==> src/common/afc_pkg.sv <==
// Constants and carrier types for the host controller of a 1024 x 9 strobed FIFO device
package afc_pkg;
    // ==================================================================
    // Geometry
    localparam int WORD_W = 9;
    localparam int DEV_DEPTH = 1024;
    localparam int CNT_W = 11;
    localparam int BUF_DEPTH = 32;

    // ==================================================================
    // Timing, in ns, and derived clock counts at 40 MHz
    localparam int CLK_NS = 25;
    localparam int RST_LOW_NS = 100;
    localparam int RST_REC_NS = 50;
    localparam int WR_LOW_NS = 50;
    localparam int RD_LOW_NS = 100;
    localparam int RT_LOW_NS = 50;
    localparam int RECOVER_NS = 75;
    localparam int TCNT_W = 4;
    localparam logic [TCNT_W-1:0] RST_LOW_CYC = TCNT_W'((RST_LOW_NS + CLK_NS - 1) / CLK_NS);
    localparam logic [TCNT_W-1:0] RST_REC_CYC = TCNT_W'((RST_REC_NS + CLK_NS - 1) / CLK_NS);
    localparam logic [TCNT_W-1:0] WR_LOW_CYC = TCNT_W'((WR_LOW_NS + CLK_NS - 1) / CLK_NS);
    localparam logic [TCNT_W-1:0] RD_LOW_CYC = TCNT_W'((RD_LOW_NS + CLK_NS - 1) / CLK_NS);
    localparam logic [TCNT_W-1:0] RT_LOW_CYC = TCNT_W'((RT_LOW_NS + CLK_NS - 1) / CLK_NS);
    localparam logic [TCNT_W-1:0] RECOVER_CYC = TCNT_W'((RECOVER_NS + CLK_NS - 1) / CLK_NS);
    localparam logic [CNT_W-1:0] DEV_FULL_CNT = CNT_W'(DEV_DEPTH);

    // ==================================================================
    // Types
    typedef enum {
        AFC_RST_LOW, AFC_RST_REC, AFC_IDLE, AFC_WR_LOW, AFC_RD_LOW, AFC_RT_LOW, AFC_RECOVER
    } afc_state_t;

    // Status flags as seen on the device pins, all active low
    typedef struct packed {
        logic empty_n;
        logic half_n;
        logic full_n;
    } afc_flags_t;

    // Device reset state: empty asserted, half-full and full released
    localparam afc_flags_t FLAGS_RST = 3'h3;
endpackage

==> src/afc_host.sv <==
// Host controller that drives a strobed 1024 x 9 FIFO device, with its write-side buffer
`timescale 1ns/1ps
`default_nettype none

// ======================================================================
// Word buffer with valid/ready on both sides
module afc_buf #(
    parameter int WIDTH = 9,
    parameter int DEPTH = 32
) (
    // Clock and reset
    input wire logic clock_i,
    input wire logic sys_rst_i,
    // Fill side
    input wire logic in_valid_i,
    output logic in_ready_o,
    input wire logic [WIDTH-1:0] in_data_i,
    // Drain side
    output logic out_valid_o,
    input wire logic out_ready_i,
    output logic [WIDTH-1:0] out_data_o
);
    localparam int AW = $clog2(DEPTH);
    logic [WIDTH-1:0] mem [DEPTH];
    logic [AW-1:0] wr_ptr, next_wr_ptr, rd_ptr, next_rd_ptr;
    logic [AW:0] count, next_count;
    logic next_in_ready;
    logic push, pop;

    always_comb begin
        push = in_valid_i && in_ready_o;
        pop = out_valid_o && out_ready_i;
        next_wr_ptr = push ? AW'(wr_ptr + 1'b1) : wr_ptr;
        next_rd_ptr = pop ? AW'(rd_ptr + 1'b1) : rd_ptr;
        next_count = (AW+1)'(count + {{AW{1'b0}}, push} - {{AW{1'b0}}, pop});
        next_in_ready = next_count != (AW+1)'(DEPTH);
    end

    always_ff @(posedge clock_i or posedge sys_rst_i) begin
        if (sys_rst_i) begin
            wr_ptr <= '0;
            rd_ptr <= '0;
            count <= '0;
            in_ready_o <= 1'b1;
        end else begin
            wr_ptr <= next_wr_ptr;
            rd_ptr <= next_rd_ptr;
            count <= next_count;
            in_ready_o <= next_in_ready;
        end
    end

    always_ff @(posedge clock_i) begin
        if (push) begin
            mem[wr_ptr] <= in_data_i;
        end
    end

    assign out_valid_o = count != '0;
    assign out_data_o = mem[rd_ptr];
endmodule // afc_buf

// ======================================================================
// Rules from the document, for the device and for this host
// Device holds 1024 nine-bit words, internally addressed; host sends no address.
// Device returns words in the order written; host reads them out in turn.
// Low reset zeroes both device pointers and discards stored data.
// Reset makes empty flag low, half-full and full high, outputs floating.
// Device samples expansion-in and first-load/rewind during reset to pick mode.
// Host returns both strobes high before the reset rising edge.
// Write starts on write strobe fall; host writes only while full flag high.
// Half-full flag falls on the first write past half capacity.
// Half-full flag rises on the read that leaves at most half stored.
// Full flag falls on the write filling the last location; writes blocked.
// Full flag rises after the next read frees a location.
// Read strobe fall presents next word; outputs float after strobe rises.
// Host reads only while empty flag high; reads independent of writes.
// Empty flag falls after the last word is read, rises after next write.
// Read held low while empty flows the next written word through once.
// Write held low while full stores its word after the next read.
// Rewind sets read pointer to zero, keeps write pointer, allows rereading.
// Host keeps pointers from wrapping past zero during a rewind sequence.
// Cascade mode uses first-load select; half-full and rewind then unavailable.
// Flags follow unread count: 0, 1-512, 513-1023, 1024.
// Host holds both strobes high throughout the low rewind pulse.
// Device derives its flags from write pointer minus read pointer.
module afc_host (
    // Clock and reset
    input wire logic clock_i,
    input wire logic sys_rst_i,
    // User commands and mode
    input wire logic dev_reset_req_i,
    input wire logic rewind_req_i,
    input wire logic cascade_mode_i,
    input wire logic first_load_i,
    // User write stream
    input wire logic wr_valid_i,
    output logic wr_ready_o,
    input wire logic [afc_pkg::WORD_W-1:0] wr_data_i,
    // User read stream
    input wire logic rd_req_i,
    output logic rd_valid_o,
    output logic [afc_pkg::WORD_W-1:0] rd_data_o,
    // User status
    output logic busy_o,
    output logic dev_empty_o,
    output logic dev_half_o,
    output logic dev_full_o,
    output logic wrap_guard_o,
    // Device pins
    output logic reset_n_o,
    output logic write_strobe_n_o,
    output logic read_strobe_n_o,
    output logic first_load_or_rewind_n_o,
    output logic expansion_in_n_o,
    output logic [afc_pkg::WORD_W-1:0] write_data_bus_o,
    input wire logic [afc_pkg::WORD_W-1:0] read_data_bus_i,
    input wire logic empty_flag_n_i,
    input wire logic full_flag_n_i,
    input wire logic expansion_out_or_half_full_n_i
);
    // ==================================================================
    // Pin synchronisers
    afc_pkg::afc_flags_t flag_meta, flag_sync, flag_raw;
    logic [afc_pkg::WORD_W-1:0] rd_meta, rd_sync;

    assign flag_raw = '{empty_n: empty_flag_n_i, half_n: expansion_out_or_half_full_n_i, full_n: full_flag_n_i};

    always_ff @(posedge clock_i or posedge sys_rst_i) begin
        if (sys_rst_i) begin
            flag_meta <= afc_pkg::FLAGS_RST;
            flag_sync <= afc_pkg::FLAGS_RST;
            rd_meta <= '0;
            rd_sync <= '0;
        end else begin
            flag_meta <= flag_raw;
            flag_sync <= flag_meta;
            rd_meta <= read_data_bus_i;
            rd_sync <= rd_meta;
        end
    end

    // ==================================================================
    // Write buffer
    logic buf_valid, buf_pop;
    logic [afc_pkg::WORD_W-1:0] buf_data;

    afc_buf #(.WIDTH(afc_pkg::WORD_W), .DEPTH(afc_pkg::BUF_DEPTH)) u_buf (
        .clock_i(clock_i),
        .sys_rst_i(sys_rst_i),
        .in_valid_i(wr_valid_i),
        .in_ready_o(wr_ready_o),
        .in_data_i(wr_data_i),
        .out_valid_o(buf_valid),
        .out_ready_i(buf_pop),
        .out_data_o(buf_data)
    );

    // ==================================================================
    // Sequencer
    afc_pkg::afc_state_t state, next_state;
    logic [afc_pkg::TCNT_W-1:0] tcnt, next_tcnt;
    logic cascade, next_cascade, first_load, next_first_load;
    logic rewound, next_rewound;
    logic [afc_pkg::CNT_W-1:0] wr_total, next_wr_total;
    logic next_reset_n, next_wr_n, next_rd_n, next_rt_n, next_rd_valid, next_busy;
    logic [afc_pkg::WORD_W-1:0] next_wdata, next_rdata;
    logic wrap_block, can_write, can_read;

    always_comb begin
        // Once rewound, the device write pointer must not pass zero again
        wrap_block = rewound && (wr_total == afc_pkg::DEV_FULL_CNT);
        can_write = buf_valid && flag_sync.full_n && !wrap_block;
        can_read = rd_req_i && flag_sync.empty_n;
        next_state = state;
        next_tcnt = (tcnt != '0) ? afc_pkg::TCNT_W'(tcnt - 1'b1) : tcnt;
        next_cascade = cascade;
        next_first_load = first_load;
        next_rewound = rewound;
        next_wr_total = wr_total;
        next_reset_n = reset_n_o;
        next_wr_n = write_strobe_n_o;
        next_rd_n = read_strobe_n_o;
        next_rt_n = 1'b1;
        next_wdata = write_data_bus_o;
        next_rdata = rd_data_o;
        next_rd_valid = 1'b0;
        buf_pop = 1'b0;
        case (state)
            afc_pkg::AFC_RST_LOW: begin
                // Strobes go high at once so they are settled well before reset rises
                next_wr_n = 1'b1;
                next_rd_n = 1'b1;
                if (tcnt == '0) begin
                    next_reset_n = 1'b1;
                    next_tcnt = afc_pkg::RST_REC_CYC;
                    next_state = afc_pkg::AFC_RST_REC;
                end
            end
            afc_pkg::AFC_RST_REC: begin
                if (tcnt == '0) begin
                    next_state = afc_pkg::AFC_IDLE;
                end
            end
            afc_pkg::AFC_IDLE: begin
                if (dev_reset_req_i) begin
                    next_cascade = cascade_mode_i;
                    next_first_load = first_load_i;
                    next_reset_n = 1'b0;
                    next_rewound = 1'b0;
                    next_wr_total = '0;
                    next_tcnt = afc_pkg::RST_LOW_CYC;
                    next_state = afc_pkg::AFC_RST_LOW;
                end else if (rewind_req_i && !cascade) begin
                    next_rt_n = 1'b0;
                    next_rewound = 1'b1;
                    next_tcnt = afc_pkg::TCNT_W'(afc_pkg::RT_LOW_CYC - 1'b1);
                    next_state = afc_pkg::AFC_RT_LOW;
                end else if (can_write) begin
                    buf_pop = 1'b1;
                    next_wdata = buf_data;
                    next_wr_n = 1'b0;
                    if (wr_total != afc_pkg::DEV_FULL_CNT) begin
                        next_wr_total = afc_pkg::CNT_W'(wr_total + 1'b1);
                    end
                    next_tcnt = afc_pkg::TCNT_W'(afc_pkg::WR_LOW_CYC - 1'b1);
                    next_state = afc_pkg::AFC_WR_LOW;
                end else if (can_read) begin
                    next_rd_n = 1'b0;
                    next_tcnt = afc_pkg::TCNT_W'(afc_pkg::RD_LOW_CYC - 1'b1);
                    next_state = afc_pkg::AFC_RD_LOW;
                end
            end
            afc_pkg::AFC_WR_LOW: begin
                if (tcnt == '0) begin
                    next_wr_n = 1'b1;
                    next_tcnt = afc_pkg::RECOVER_CYC;
                    next_state = afc_pkg::AFC_RECOVER;
                end
            end
            afc_pkg::AFC_RD_LOW: begin
                // Captured late so the access time and the synchroniser delay are covered
                if (tcnt == '0) begin
                    next_rdata = rd_sync;
                    next_rd_valid = 1'b1;
                    next_rd_n = 1'b1;
                    next_tcnt = afc_pkg::RECOVER_CYC;
                    next_state = afc_pkg::AFC_RECOVER;
                end
            end
            afc_pkg::AFC_RT_LOW: begin
                next_rt_n = 1'b0;
                if (tcnt == '0) begin
                    next_rt_n = 1'b1;
                    next_tcnt = afc_pkg::RECOVER_CYC;
                    next_state = afc_pkg::AFC_RECOVER;
                end
            end
            afc_pkg::AFC_RECOVER: begin
                // Wait for flags to settle through the synchroniser before deciding again
                if (tcnt == '0) begin
                    next_state = afc_pkg::AFC_IDLE;
                end
            end
            default: begin
                next_state = afc_pkg::AFC_IDLE;
            end
        endcase
        next_busy = next_state != afc_pkg::AFC_IDLE;
    end

    always_ff @(posedge clock_i or posedge sys_rst_i) begin
        if (sys_rst_i) begin
            state <= afc_pkg::AFC_RST_LOW;
            tcnt <= afc_pkg::RST_LOW_CYC;
            cascade <= 1'b0;
            first_load <= 1'b0;
            rewound <= 1'b0;
            wr_total <= '0;
            reset_n_o <= 1'b0;
            write_strobe_n_o <= 1'b1;
            read_strobe_n_o <= 1'b1;
            first_load_or_rewind_n_o <= 1'b1;
            expansion_in_n_o <= 1'b0;
            write_data_bus_o <= '0;
            rd_data_o <= '0;
            rd_valid_o <= 1'b0;
            busy_o <= 1'b1;
            dev_empty_o <= 1'b1;
            dev_half_o <= 1'b0;
            dev_full_o <= 1'b0;
            wrap_guard_o <= 1'b0;
        end else begin
            state <= next_state;
            tcnt <= next_tcnt;
            cascade <= next_cascade;
            first_load <= next_first_load;
            rewound <= next_rewound;
            wr_total <= next_wr_total;
            reset_n_o <= next_reset_n;
            write_strobe_n_o <= next_wr_n;
            read_strobe_n_o <= next_rd_n;
            // Mode straps: low expansion-in selects standalone, first-load pin picks master
            first_load_or_rewind_n_o <= next_cascade ? !next_first_load : next_rt_n;
            expansion_in_n_o <= next_cascade;
            write_data_bus_o <= next_wdata;
            rd_data_o <= next_rdata;
            rd_valid_o <= next_rd_valid;
            busy_o <= next_busy;
            dev_empty_o <= !flag_sync.empty_n;
            // Half-full pin is expansion-out in cascade mode, so it is not reported
            dev_half_o <= !cascade && !flag_sync.half_n;
            dev_full_o <= !flag_sync.full_n;
            wrap_guard_o <= wrap_block;
        end
    end

    // ==================================================================
    // Checks
    AST_RESET_STROBES_HIGH: assert property (@(posedge clock_i) disable iff (sys_rst_i)
        $rose(reset_n_o) |-> $past(write_strobe_n_o) && $past(read_strobe_n_o))
        else $error("strobe low when device reset released");
    AST_WRITE_WHEN_NOT_FULL: assert property (@(posedge clock_i) disable iff (sys_rst_i)
        $fell(write_strobe_n_o) |-> $past(flag_sync.full_n) && reset_n_o)
        else $error("write started while device full");
    AST_WRITE_WIDTH: assert property (@(posedge clock_i) disable iff (sys_rst_i)
        $fell(write_strobe_n_o) |-> ##1 !write_strobe_n_o ##1 write_strobe_n_o)
        else $error("write strobe width wrong");
    AST_READ_WHEN_NOT_EMPTY: assert property (@(posedge clock_i) disable iff (sys_rst_i)
        $fell(read_strobe_n_o) |-> $past(flag_sync.empty_n))
        else $error("read started while device empty");
    AST_READ_DELIVERS: assert property (@(posedge clock_i) disable iff (sys_rst_i)
        $fell(read_strobe_n_o) |-> ##4 rd_valid_o && $rose(read_strobe_n_o))
        else $error("read word not delivered on time");
    AST_NO_WRAP: assert property (@(posedge clock_i) disable iff (sys_rst_i)
        $fell(write_strobe_n_o) |-> !$past(wrap_block))
        else $error("write would wrap after rewind");
    AST_REWIND_STROBES_HIGH: assert property (@(posedge clock_i) disable iff (sys_rst_i)
        (!cascade && !first_load_or_rewind_n_o) |-> write_strobe_n_o && read_strobe_n_o)
        else $error("strobe low during rewind pulse");
    AST_REWIND_WIDTH: assert property (@(posedge clock_i) disable iff (sys_rst_i)
        (!cascade && $fell(first_load_or_rewind_n_o)) |-> ##1 !first_load_or_rewind_n_o ##1 first_load_or_rewind_n_o)
        else $error("rewind pulse width wrong");
    AST_CASCADE_NO_REWIND: assert property (@(posedge clock_i) disable iff (sys_rst_i)
        (cascade && reset_n_o) |-> $stable(first_load_or_rewind_n_o))
        else $error("first-load pin moved in cascade mode");
endmodule // afc_host

`default_nettype wire

==> config.mk <==
export PLATFORM = sky130hd
export DESIGN_NAME = afc_host
export DESIGN_NICKNAME = d
export VERILOG_FILES = /design/src/common/afc_pkg.sv /design/src/afc_host.sv
export SDC_FILE = /design/constraint.sdc
export NUM_CORES = 1
export LEC_CHECK = 0
export BUFFER_PORTS_ARGS = -buffer_cell sky130_fd_sc_hd__buf_2
export CORE_UTILIZATION = 30
export DETAILED_ROUTE_END_ITERATION = 8
export PLACE_DENSITY = 0.57
export SLEW_MARGIN = 20
export SYNTH_ARGS = -nofsm -noshare
export SYNTH_HDL_FRONTEND = slang
export SYNTH_SLANG_ARGS = --single-unit
==> constraint.sdc <==
create_clock -name clock_i -period 4.6 [get_ports clock_i]
set_input_delay 0.92 -clock clock_i [delete_from_list [all_inputs] [get_ports clock_i]]
set_output_delay 0.92 -clock clock_i [all_outputs]
set_load 0.01 [all_outputs]
* Yosys cells after proc, flatten, opt, wreduce, memory -nomap -nowiden
Memories as Yosys holds them, arrays and structs flattened. A register that Yosys moved wholly into a read port is not among the register bits.
Index checks and enable logic that the tools add are counted.
** Storage, ports and cells
- Memory bits (writable) :: 288
- Register bits :: 110
- Memories kept :: 1
- Logic and storage cells :: 141
- Output and inout bits :: 30
** Memories
- u_buf.mem :: depth 32, bits a word 9, rd ports 1, clocked after memory_dff 1, write ports 1, line afc_host.sv:24 : logic [WIDTH-1:0] mem [DEPTH];
** Cells by class
- Add/sub/neg operators :: 6
- Bitwise logic cells :: 2
- Multiplexer cells :: 50
- Equality and inequality tests :: 20
- Reductions and logical operators :: 33
** Operator list (number)
- 32-bit two-way mux :: 7
- 32-bit case mux with 4 select lines :: 1
- 32-bit by 3-bit == test with 1-bit output (second input constant) :: 3
- 32-bit by 2-bit == test with 1-bit output (second input constant) :: 2
- 11-bit two-way mux :: 4
- 32-bit by 1-bit == test with 1-bit output (second input constant) :: 1
- 32-bit zero test :: 1
- 32-bit by 3-bit inequality test with 1-bit output (second input constant) :: 1
- 4-bit two-way mux :: 7
- 1-bit two-way mux :: 26
- 2-bit inequality test (second input constant) :: 10
- 4-bit case mux with 3 select lines :: 1
- 11-bit by 1-bit adder with 11-bit output (second input constant) :: 1
- 11-bit == test (second input constant) :: 1
- 11-bit inequality test (second input constant) :: 1
- 5-bit by 1-bit adder with 5-bit output (second input constant) :: 2
- 1-bit logical AND :: 8
- 4-bit AND reduction :: 2
- 2-bit nonzero test :: 4
- 6-bit by 1-bit adder with 6-bit output :: 1
- 1-bit zero test :: 6
- 6-bit inequality test (second input constant) :: 1
- 1-bit case mux with 3 select lines :: 2
- 6-bit AND reduction :: 1
- 13 further kinds :: 17

* Depth between registers and ports, before layout
Gate-level depths: netlist of the first run.
- Depth after elaboration :: 11
- Mapped depth :: 16
- Depth with buffers taken out :: 16

* Cells and area by module
Synthesis of the first run repeated with hierarchy kept, for this count alone.
** Unflattened totals
- Cells, all modules :: 920
- Area total of the unflattened synthesis :: 16106.7 um^2
** By module, submodules not included
- afc_buf :: instances 1, cells each 607, area each 12180.4 um^2
- afc_host :: instances 1, cells each 313, area each 3926.3 um^2

* Worst setup path before layout of the first run
OpenSTA, ideal clock, no wires.
- Kind :: flip-flop to flip-flop
- From :: reg state[5]
- To :: reg u_buf.in_ready_o
- Data required time :: 4.536 ns
- Arrival :: 3.504 ns
- Setup slack :: 1.031 ns
- Library setup time :: 0.064 ns
- Period minus slack after synthesis :: 3.569 ns
- Cell stages (with the launch flop) :: 15
- Cells stage by stage :: dfrtp_1 > or4_4 > or4_4 > buf_6 > or2_1 > buf_6 > nor3_1 > ha_1 > inv_1 > ha_1 > a21o_1 > a21o_1 > a2111o_1 > o311a_1 > nand3b_1
** Between the ends
- Longest elaborated chain between the ends :: 5
** RTL lines
- start, declared :: line afc_host.sv:161 : afc_pkg::afc_state_t state, next_state;
- start signal, assigned :: line afc_host.sv:274 : state <= afc_pkg::AFC_RST_LOW;
- start signal, assigned :: line afc_host.sv:294 : state <= next_state;
- 32-bit by 2-bit == test with 1-bit output :: line afc_host.sv:189 : case (state)
- 1-bit two-way mux :: line afc_host.sv:189
- 1-bit logical AND :: line afc_host.sv:32 : pop = out_valid_o && out_ready_i;
- named net u_buf.pop :: line afc_host.sv:28 : logic push, pop;
- 6-bit by 1-bit subtractor with 6-bit output :: line afc_host.sv:35 : next_count = (AW+1)'(count + {{AW{1'b0}}, push} - {{AW{1'b0}}, pop});
- named net u_buf.next_count[5] :: line afc_host.sv:26 : logic [AW:0] count, next_count;
- 6-bit inequality test :: line afc_host.sv:36 : next_in_ready = next_count != (AW+1)'(DEPTH);
- named net u_buf.next_in_ready :: line afc_host.sv:27 : logic next_in_ready;
- end signal, assigned :: line afc_host.sv:49 : in_ready_o <= next_in_ready;
- end, declared :: line afc_host.sv:16 : output logic in_ready_o,
The timed path passes the listed nets, and every way through them passes these cells.
A chain may end at the register's enable or synchronous reset.

* Worst setup path after layout of the first run
Same ends and word-level chain as after synthesis.

==> results of run 1 <==
==> metrics by stage <==
step | std cells | setup WS [ns] | power [mW] | util
after CTS | 1726 | 0.871 | 8.51 | 0.351
after floorplan | 938 | 0.541 | 4.94 | -
after global routing | 1726 | 0.708 | 8.77 | 0.351
after detailed placement | 1650 | 0.869 | 5.23 | 0.326
after global placement | 1650 | 0.932 | 5.20 | 0.326
final | 1726 | 0.888 | 8.42 | 0.351
==> worst max-delay path, stage by stage (launching register included) <==
cell and delay [ns]:
sky130_fd_sc_hd__dfrtp_1 0.36, sky130_fd_sc_hd__or4_4 0.53, sky130_fd_sc_hd__or4_4 0.59, sky130_fd_sc_hd__or2_1 0.37
sky130_fd_sc_hd__nor3_1 0.25, sky130_fd_sc_hd__ha_1 0.22, sky130_fd_sc_hd__inv_1 0.05, sky130_fd_sc_hd__ha_1 0.26
sky130_fd_sc_hd__a21o_1 0.18, sky130_fd_sc_hd__a21o_1 0.21, sky130_fd_sc_hd__a2111o_1 0.41, sky130_fd_sc_hd__o311a_1 0.14
sky130_fd_sc_hd__nand3b_1 0.09
==> worst min path at each step <==
stage,start,end,cells after the start
6_report,rd_meta[3],rd_sync[3],0
5_1_grt,rd_meta[3],rd_sync[3],0
4_1_cts,rd_meta[3],rd_sync[3],0
3_5_place_dp,flag_meta[2],flag_sync[2],0
3_3_place_gp,rd_meta[1],rd_sync[1],0
2_1_floorplan,flag_meta[2],flag_sync[2],0
==> layer usage <==
metal / GRT usage / up-vias / share of wire
li1: - / 3753 / -
met1: 0.176 / 4362 / 0.45
met2: 0.207 / 236 / 0.48
met3: 0.0250 / 60 / 0.053
met4: 0.0394 / 0 / 0.024
met5: 0 / - / 0
==> power groups by stage <==
stage | logic (mW) | registers [mW] | clock network [mW]
finish | 0.848 | 4.31 | 3.26
global route | 0.944 | 4.33 | 3.50
CTS | 0.853 | 4.31 | 3.35
detailed placement | 0.851 | 4.38 | 0
global placement | 0.830 | 4.37 | 0
floorplan | 0.625 | 4.32 | 0
==> state kept, by name (all words and copies together) (netlist names), 3 cells and up <==
| register | cells |
|---|---|
| u_buf.mem | 288 |
| state | 32 |
| wr_total | 11 |
| rd_data_o | 9 |
| rd_meta | 9 |
| rd_sync | 9 |
| write_data_bus_o | 9 |
| u_buf.count | 6 |
| u_buf.rd_ptr | 5 |
| u_buf.wr_ptr | 5 |
| tcnt | 4 |
| flag_meta | 3 |
| flag_sync | 3 |
==> area by class of cell <==
class,instances,share of cell area
Clock inverter,15,0.00887
Timing Repair Buffer,70,0.0206
Inverter,31,0.00657
Clock buffer,61,0.0624
Tap cell,688,0.0466
Multi-Input combinational cell,454,0.224
Sequential cell,407,0.631
==> kinds of logic (layout without fill, tap and decap cells) <==
family | Yosys count | after routing | synth area share
other | 1 | 29 | 0.000234
buffers and inverters | 77 | 177 | 0.0204
AOI/OAI and AO/OA | 101 | 101 | 0.0446
xor gates and xnor gates | 11 | 11 | 0.00602
muxes | 97 | 97 | 0.119
adders and majority gates | 19 | 19 | 0.0153
DFF | 407 | 407 | 0.727
and+or+nand+nor | 197 | 197 | 0.0676
==> layout by cell type (no fill, tap or decap), types with 29 or more instances in the layout <==
cell type	count
sky130_fd_sc_hd__edfxtp_1	288
sky130_fd_sc_hd__dfrtp_1	105
sky130_fd_sc_hd__mux4_2	72
sky130_fd_sc_hd__buf_2	58
sky130_fd_sc_hd__nor2_1	51
sky130_fd_sc_hd__clkbuf_16	42
sky130_fd_sc_hd__inv_1	30
sky130_fd_sc_hd__nand2_1	29
sky130_fd_sc_hd__conb_1	29
==> results.txt, run 1 <==
The flow ran to the end, and the final reports show no timing, DRC or antenna violations. After clock tree synthesis, the clock-pin slew on the worst setup and hold paths is 0.06 ns. The area growth from synthesis to layout is 15.4%. The via count of the first global-routing pass was 8,616.

The share of synthesized registers carrying an async set or reset is 0.292. The max-cap violation count is 0. The routed layout has 8,411 vias.

The initial antenna violation count is 0. Detailed placement finished with a half-perimeter wire length of 20.9 mm. Counting instances in the post-synthesis netlist gives the leading cell types as sky130_fd_sc_hd__edfxtp_1, sky130_fd_sc_hd__dfrtp_1, sky130_fd_sc_hd__mux4_2, sky130_fd_sc_hd__nor2_1, sky130_fd_sc_hd__inv_1.

The repair_antennas step left the layout with diodes totalling 0. Setup violations remaining at the end of the flow were counted as 0. The critical path startpoint category is a flop. The register bit total from synthesis is 407. The worst-case IR drop observed on VDD is 0.334 mV. The total area inside the core boundary comes to 52,700 µm². The number of hold buffers added after CTS was 0. The placed instances occupy a cell area of 17,200 µm². The number of different library cells in the post-synthesis netlist came out at 70.

The area used by sequential logic in the layout came out at 11,600 µm². The total overflow left after global routing is 0. The number of warnings reported in the yosys synthesis log came out at 0.

The average cell area after synthesis is 17.6 µm². The synthesized cell area is 16,000 µm². The initial core utilization came out at 0.304. The prevailing post-synth register cell is sky130_fd_sc_hd__edfxtp_1. The synthesized design spends more area on one cell type than any other, namely sky130_fd_sc_hd__edfxtp_1. At the worst endpoint, the arrival time is 4.21 ns. The total detailed-routing wirelength came out at 34.3 mm. Setup repair after global routing left no endpoint under its margin.

Yosys instantiated no cell more often than sky130_fd_sc_hd__edfxtp_1. The worst register-to-register path begins at state[5]. In the final layout, the multi-input gates occupy 4140 µm². The share of total power dissipated in sequential elements is 0.512. The critical path is of the flop to flop type.

The switching part of the total is 0.248. The worst clock skew on the final layout came out at 0.0438 ns. The cell area power density came out at 456 nW/µm². The classification of the worst-slack hold path is flop to flop. The register-to-register setup slack is 0.89 ns. The leakage power came out at 6.50 nW.

The count of flip-flops with a built-in enable after synthesis is 288. The count of filler cells inserted in the layout is 4,956. The floorplan step defined a die boundary enclosing 54,300 µm². The slew at the pin with the worst max-slew slack came out at 1.04 ns. Of the available clock period, the critical path in the final layout requires 0.807. The die span in x is 233 µm. The overall die height is 233 µm. The wire length of the first global-routing pass is 52.1 mm. The total number of nets in the final design is 1,054. Static timing analysis puts the maximum clock frequency at 269 MHz.

Summing all non-filler instances in the final layout gives an area of 18,500 µm². The switching power summed over all nets came out at 2.09 mW. The violation count after the first detailed-routing iteration is 706.

The final hold violation count is 0. The sink count of the clock tree came out at 407. The worst setup path is captured at a flop. The relative contribution of combinational cells to total power came out at 0.101. The last weighted congestion value of the routability-driven placer is 0.789.

The internal portion of the total power is 6.33 mW. In the routed layout, each cell is associated on average with a via count of 4.87. The maximum number of pins on one net before global-route repair is 83. In this run the critical register-to-register path is captured at u_buf.in_ready_o. TritonCTS created 42 clock buffers. Counting I/O delays and the setup requirement, the final critical path takes 3.71 ns. In this run the worst setup path begins at state[5]. For the final routed database, the setup TNS stands at 0 ns.

The worst setup path endpoint is u_buf.in_ready_o. Counting every instance in the synthesized netlist gives 910. The share of the yosys chip area belonging to registers came out at 0.727.

During I/O placement, the number of pins put on the boundary was 59. The clock latency on the worst-skew pair came out at 0.59 ns. The depth of the worst register-to-register path came out at 12.

The cell at the root of the clock tree is sky130_fd_sc_hd__clkbuf_16. The top-area cell type share of the netlist area is 0.540. The largest fanout of any net on the critical path came out at 9.

For the worst setup path, the data required time is 5.10 ns. The worst slew margin relative to its limit came out at 0.290. The row count came out at 84. After detailed routing, the average wire length per cell comes to 19.9 µm. The number of buffers between clock root and the deepest sink came out at 3. The tightest hold path in the finished design has a slack of 0.347 ns. Before antenna repair, the detailed router went through 5 iterations.

The number of port buffers came out at 58. The share of final-layout standard cells stronger than drive strength 1 is 0.221. The DRC violation count after routing came out at 0.

The clock tree from TritonCTS is done. The number of pins with negative max-slew slack in the final report came out at 0. The clock tree synthesis step divided the H-tree into 2 levels. The final antenna-violating net count is 0. The share of total power dissipated in the clock network is 0.388. The total routing resource utilization after global routing is 0.129. By area the synthesized netlist is led by sky130_fd_sc_hd__edfxtp_1, sky130_fd_sc_hd__dfrtp_1, sky130_fd_sc_hd__mux4_2. The count of cells resized by post-cts repair is 0. The number of buffers added for setup after CTS came out at 0.
Power figures use the tool's default switching activity.
==> run 2: changes to the inputs <==
==> constraint.sdc (replaced) <==
create_clock -name clock_i -period 3.49 [get_ports clock_i]
set_input_delay 0.698 -clock clock_i [delete_from_list [all_inputs] [get_ports clock_i]]
set_output_delay 0.698 -clock clock_i [all_outputs]
set_load 0.01 [all_outputs]
==> results.txt, run 2 (synthesis results as in run 1) <==
The critical path startpoint category is a flop. The count of pins on the block boundary came out at 59 (unchanged). The worst clock skew on the final layout is 0.0215 ns (-0.0223 ns). The via count of the first global-routing pass was 8,934 (+3.7%). The post-DP HPWL is 21.0 mm (+0.36%). The count of hold buffers inserted by post-cts repair is 0 (unchanged). The clock latency on the worst-skew pair came out at 0.55 ns (-0.04 ns). The number of port buffers is 58 (unchanged). The count of filler cells inserted in the layout is 4,886 (-1.4%). The final cell count without fillers is 1,774 (+2.8%). The number of buffers between clock root and the deepest sink was 3 (unchanged). The total routing resource utilization after global routing was 0.129 (+0.000191). The detailed-route wire length per cell came out at 19.2 µm (-3.4%). The switching power summed over all nets came out at 2.72 mW (+30%). The number of placed instances with taps included came to 1,697 (+2.8%). The leakage power is 6.78 nW (+4.3%). The final total power is 11.2 mW (+33%). The total number of nets in the final design was 1,102 (+4.6%). The total vias in the final route is 8,509 (+1.2%). The initial antenna violation count is 1 (+1). The switching part of the total is 0.243 (-0.00556). The number of optimization iterations in the first detailed-route pass came out at 4 (-1). The share of the core filled with cells came out at 0.360 (+0.00917).

The share of final-layout standard cells stronger than drive strength 1 came to 0.270 (+0.0492). The path class of the tightest hold or removal check is input pin to asynchronous set/reset pin. The clock-pin slew of the registers on the worst-case setup and hold paths is 0.06 ns (about the same).

The final critical-path required period is 3.39 ns (-0.319 ns). The core region area is 52,700 µm² (unchanged). The worst-case vdd ir drop is 0.460 mV (+38%). The cell area power density came out at 592 nW/µm² (+30%). The final antenna-violating net count came to 0 (unchanged). The worst hold slack is 0.103 ns (-0.244 ns). The library cell used most frequently in the layout, excluding fill and tap cells, is sky130_fd_sc_hd__edfxtp_1. The DRC violation count after routing came to 0 (unchanged). The number of vias per cell after detailed routing came out at 4.80 (-1.6%).

The max-cap violation count is 0 (unchanged). The final count of negative-setup-slack endpoints came out at 0 (unchanged). The number of diodes added for antenna fixing came out at 0 (unchanged). The post-route worst setup slack came out at 0.0975 ns (-0.791 ns). The largest registers in the layout are u_buf.mem (288), state (32), wr_total (11). The initial core utilization came out at 0.304 (unchanged). The critical path goes through or4_4 > or4_4 > or2_4 > nor3_4 > ha_4 > inv_2 > ha_4 > a21o_1 > a21o_1 > a2111o_1 > o311a_1 > nand3b_1. Leaving out fill and tap cells, the most frequent cells in the layout are sky130_fd_sc_hd__edfxtp_1, sky130_fd_sc_hd__dfrtp_1, sky130_fd_sc_hd__mux4_2.

More flip-flops sit in one register than any other, and that register is u_buf.mem. The largest fanout of any net on the critical path came out at 3 (-6). The die area came to 54,300 µm² (unchanged). The setup TNS is 0 ns (unchanged). The last weighted congestion value of the routability-driven placer came out at 0.840 (+6.3%).

TritonCTS built the clock tree. The internal power consumption came out at 8.49 mW (+34%). The wire length of the first global-routing pass is 53.3 mm (+2.4%). The achievable frequency is 295 MHz (+9.4%). The data required time of the critical path came to 3.96 ns (-1.14 ns). The relative contribution of combinational cells to total power came out at 0.112 (+0.011). The most congested layer reported by global routing is met2.

The maximum number of pins on one net before global-route repair came to 109 (+31%). The period utilization is 0.972 (+0.165). The die span in x was 233 µm (unchanged).

The sink count of the clock tree was 407 (unchanged). The fraction of met1 tracks used by global routing is 0.176 (about the same). The flip-flop count of the largest register, all copies and words added is 288 (unchanged). The CTS buffer count came to 41 (-2.4%). The flow ran to the end, and the final reports show no timing, DRC or antenna violations. The root buffer cell chosen for the clock tree is sky130_fd_sc_hd__clkbuf_16. The met3 track demand over resource was 0.0282 (+0.00319). The number of pins with negative max-slew slack in the final report is 0 (unchanged). The relative contribution of sequential cells to total power came out at 0.505 (-0.007). The area growth from synthesis to final layout came out at 18.4%. In this design, the largest share of critical-path delay is due to simple AND/OR/NAND/NOR gates. The arrival time at the worst endpoint was 3.87 ns (-0.34 ns).

The type of the setup path with the least slack is flop to flop. The row count came out at 84 (unchanged). The final hold violation count was 0 (unchanged).

The kind of end point of the critical path is a flop. The final standard cell area without fillers came out at 19,000 µm² (+2.6%). The slew at the pin with the worst max-slew slack is 0.801 ns (-0.237 ns). The global-route met2 utilization came to 0.208 (+0.000465). The remaining global-route overflow is 0 (unchanged). The slowest stage of the critical path belongs to the cell sky130_fd_sc_hd__or4_4.

The clock group share of total power came out at 0.383 (-0.005). The cell area after placement came out at 17,600 µm² (+2.3%). The total detailed-routing wirelength is 34.0 mm (-0.71%). The overall die height came to 233 µm (unchanged). The maximum level of the CTS H-tree was 2 (unchanged). The delay contributed by the slowest stage of the critical path came out at 0.53 ns (-0.06 ns). The violation count after the first detailed-routing iteration is 695 (-1.6%).

The setup slack at placement is 0.0545 ns (-0.815 ns). The worst slew margin relative to its limit came out at 0.466 (+0.176). The count of buffering cells on the critical path with inverters included came to 1 (unchanged).
-- run 2: cell count changes in the layout (fill, tap and decap cells not counted), sizes merged --
cell      delta
clkinv       -4
buf         +49
clkbuf       +2
clkinvlp     +1
-- run 2: power groups by stage --
stage	clock network (mW)	logic (mW)	registers, mW
after detailed placement	0	1.18	5.76
final	4.29	1.25	5.67
after CTS	4.41	1.18	5.67
after floorplan	0	0.826	5.69
after global placement	0	1.16	5.75
after global routing	4.61	1.41	5.70
-- run 2: layout make-up --
| type | instances | area (µm²) | share of cell area |
|---|---|---|---|
| clock buffers | 63 | 1210 | 0.0638 |
| clock inverters | 12 | 113 | 0.00594 |
| inverters | 31 | 120 | 0.00634 |
| multi-input cells | 454 | 4220 | 0.222 |
| flip-flops and latches | 407 | 11600 | 0.615 |
| well taps | 688 | 861 | 0.0454 |
| repair buffers | 119 | 786 | 0.0415 |
-- run 2: path summary, 6_finish.rpt --
kind                       cells after the start  slack [ns]     startpoint                to
max                                           12         0.1       state[3]  u_buf.in_ready_o
min                                            2        0.10      sys_rst_i        rd_meta[5]
max reg2reg                                   12         0.1       state[3]  u_buf.in_ready_o
min reg2reg                                    0        0.35     rd_meta[3]        rd_sync[3]
max in group asynchronous                      3        2.48      sys_rst_i   u_buf.rd_ptr[1]
min in group clock_i                           1        0.26  full_flag_n_i      flag_meta[0]
-- run 2: repair_timing --
action	4_1_cts	5_1_grt
buffers inserted	0	2
resized for setup	0	14
endpoints found under the setup margin	0	2
-- run 2: metal layers --
| metal | vias up | wire length (µm) | share of wire |
|---|---|---|---|
| met3 | 51 | 1870 | 0.055 |
| li1 | 3849 | - | - |
| met1 | 4389 | 15400 | 0.45 |
| met5 | - | 10 | 0.00029 |
| met2 | 218 | 16100 | 0.47 |
| met4 | 2 | 624 | 0.018 |
==> run 3: changes to the inputs <==
--- a/config.mk
+++ b/config.mk
@@ -6,8 +6,10 @@
 export NUM_CORES = 1
 export LEC_CHECK = 0
 export BUFFER_PORTS_ARGS = -buffer_cell sky130_fd_sc_hd__buf_2
+export CAP_MARGIN = 25
 export CORE_UTILIZATION = 30
 export DETAILED_ROUTE_END_ITERATION = 8
+export MAX_ROUTING_LAYER = met4
 export PLACE_DENSITY = 0.57
 export SLEW_MARGIN = 20
 export SYNTH_ARGS = -nofsm -noshare
==> results.txt, run 3 (synthesis results as in run 1) <==
The post-route worst setup slack came out at 0.0999 ns (+0.00242 ns). The die area was 54,300 µm² (unchanged). The flip-flop count of the largest register, all copies and words added is 288 (unchanged). The number of buffers between clock root and the deepest sink was 3 (unchanged). The cell area after placement is 17,600 µm² (unchanged). The delay contributed by the slowest stage of the critical path is 0.53 ns (about the same). The total routing resource utilization after global routing came out at 0.133 (+0.00393). The worst clock skew on the final layout was 0.0225 ns (+0.000978 ns). The setup slack at placement is 0.0545 ns (unchanged). The final antenna-violating net count is 0 (unchanged). The overall die height came out at 233 µm (unchanged).

The cell with the biggest individual delay on the critical path is sky130_fd_sc_hd__or4_4. The signal on the critical path passes through or4_4 > or4_4 > or2_4 > nor3_4 > ha_4 > inv_2 > ha_4 > a21o_1 > a21o_1 > a2111o_1 > o311a_1 > nand3b_1. The count of filler cells inserted in the layout came out at 4,886 (unchanged). The root buffer cell chosen for the clock tree is sky130_fd_sc_hd__clkbuf_16. The fraction of met1 tracks used by global routing is 0.176 (about the same). The post-DP HPWL was 21.0 mm (unchanged). The worst-case vdd ir drop is 0.459 mV (-0.25%). The most common cell after layout, fill and taps aside is sky130_fd_sc_hd__edfxtp_1. The largest fanout of any net on the critical path came out at 3 (unchanged). The number of vias per cell after detailed routing came out at 4.79 (about the same). The number of optimization iterations in the first detailed-route pass is 6 (+2). The core region area is 52,700 µm² (unchanged). The via count of the first global-routing pass came out at 8,935 (+0.011%). The die span in x came out at 233 µm (unchanged). The violation count after the first detailed-routing iteration was 714 (+2.7%). The met3 track demand over resource is 0.0278 (-0.000368).

The last weighted congestion value of the routability-driven placer came out at 0.854 (+1.7%). The max-cap violation count is 0 (unchanged). The final hold violation count is 0 (unchanged).

The classification of the worst-slack hold path is input pin to asynchronous set/reset pin. The cell class contributing the biggest share of worst-path delay is simple AND/OR/NAND/NOR gates. The initial core utilization was 0.304 (unchanged). The count of pins on the block boundary is 59 (unchanged).

The global-route met2 utilization is 0.208 (+0.000651). The CTS buffer count is 41 (unchanged). The total vias in the final route is 8,506 (-0.035%). The worst hold slack came to 0.104 ns (+0.000772 ns). The wire length of the first global-routing pass came out at 53.4 mm (about the same). The count of hold buffers inserted by post-cts repair came out at 0 (unchanged). The worst setup path is captured at a flop. The total number of nets in the final design came out at 1,102 (unchanged). The sink count of the clock tree came to 407 (unchanged). The number of pins with negative max-slew slack in the final report came to 0 (unchanged). The worst slew margin relative to its limit came to 0.470 (+0.00422).

The largest registers in the layout are u_buf.mem (288), state (32), wr_total (11). The maximum level of the CTS H-tree came out at 2 (unchanged). The cell area power density is 591 nW/µm² (about the same). In the layout the commonest cells are sky130_fd_sc_hd__edfxtp_1, sky130_fd_sc_hd__dfrtp_1, sky130_fd_sc_hd__mux4_2. The clock-pin slew of the registers on the worst-case setup and hold paths came out at 0.06 ns (about the same).

The period utilization came out at 0.971 (about the same). The final total power is 11.2 mW (about the same). The detailed-route wire length per cell is 19.2 µm (about the same). The count of buffering cells on the critical path with inverters included came out at 1 (unchanged). The row count came to 84 (unchanged). The final cell count without fillers is 1,775 (+0.056%).

The data required time of the critical path is 3.96 ns (about the same). STA classifies the critical path startpoint as a flop. The register with the most flip-flops is u_buf.mem. The area growth from synthesis to final layout is 18.4% (about the same). The layer flagged by global routing as most heavily used is met2. The maximum number of pins on one net before global-route repair came out at 109 (unchanged).

The arrival time at the worst endpoint came out at 3.86 ns (about the same). The share of final-layout standard cells stronger than drive strength 1 is 0.270 (unchanged). The initial antenna violation count is 1 (unchanged). The final standard cell area without fillers came out at 19,000 µm² (about the same). The flow ran to the end, and the final reports show no timing, DRC or antenna violations. The DRC violation count after routing came out at 0 (unchanged). The final count of negative-setup-slack endpoints is 0 (unchanged). TritonCTS built the clock tree. The clock latency on the worst-skew pair is 0.55 ns (about the same). The number of placed instances with taps included was 1,697 (unchanged). The leakage power came out at 6.78 nW (about the same). The remaining global-route overflow is 0 (unchanged). The achievable frequency is 295 MHz (about the same).

The slew at the pin with the worst max-slew slack is 0.794 ns (-0.00633 ns). The total detailed-routing wirelength is 34.0 mm (about the same). The number of port buffers is 58 (unchanged). The critical path is of the flop to flop type.

The final critical-path required period is 3.39 ns (-0.00242 ns).
-- run 3: area by class of cell --
| cell class | count | area [µm²] | share of cell area |
|---|---|---|---|
| clock inverter | 12 | 113 | 0.00594 |
| tap | 688 | 861 | 0.0454 |
| clock buffer | 63 | 1210 | 0.0638 |
| timing repair buffer | 119 | 786 | 0.0415 |
| antenna | 1 | 2.50 | 0.000132 |
| sequential | 407 | 11600 | 0.614 |
| multi-input combinational | 454 | 4220 | 0.222 |
| inverter | 31 | 120 | 0.00634 |
-- run 3: final timing paths --
check | from | endpoint | depth (start not counted) | slack (ns)
setup / recovery | state[3] | u_buf.in_ready_o | 12 | 0.1
min in group clock_i | full_flag_n_i | flag_meta[0] | 1 | 0.26
hold / removal | sys_rst_i | rd_data_o[5] | 2 | 0.10
hold reg to reg | rd_meta[3] | rd_sync[3] | 0 | 0.35
setup reg to reg | state[3] | u_buf.in_ready_o | 12 | 0.1
max in group asynchronous | sys_rst_i | u_buf.rd_ptr[1] | 3 | 2.44
-- run 3: through the flow --
| step | setup TNS, ns | utilization |
|---|---|---|
| after detailed placement | 0 | 0.333 |
| after global placement | 0 | 0.333 |
| after global routing | -0.00585 | 0.360 |
| after CTS | 0 | 0.358 |
| final | 0 | 0.360 |
| after floorplan | 0 | - |
-- run 3: where the power goes --
group | switching, mW | total [mW] | internal [mW]
logic | 0.758 | 1.25 | 0.491
registers | 0.145 | 5.67 | 5.52
clock network | 1.81 | 4.29 | 2.47
-- run 3: worst register-to-register path, stage by stage (launching register included) --
cell	delay (ns)
sky130_fd_sc_hd__dfrtp_1	0.36
sky130_fd_sc_hd__or4_4	0.53
sky130_fd_sc_hd__or4_4	0.53
sky130_fd_sc_hd__or2_4	0.28
sky130_fd_sc_hd__nor3_4	0.22
sky130_fd_sc_hd__ha_4	0.18
sky130_fd_sc_hd__inv_2	0.05
sky130_fd_sc_hd__ha_4	0.23
sky130_fd_sc_hd__a21o_1	0.15
sky130_fd_sc_hd__a21o_1	0.20
sky130_fd_sc_hd__a2111o_1	0.36
sky130_fd_sc_hd__o311a_1	0.14
sky130_fd_sc_hd__nand3b_1	0.10
-- run 3: repair_timing --
item / CTS / global route
setup endpoints to repair: 0 / 2
resized for setup: 0 / 14
setup buffers: 0 / 2
-- run 3: per-layer routing --
metal,vias up,share of wire
li1,3852,-
met1,4402,0.46
met2,200,0.48
met3,52,0.049
met4,0,0.018
met5,-,0
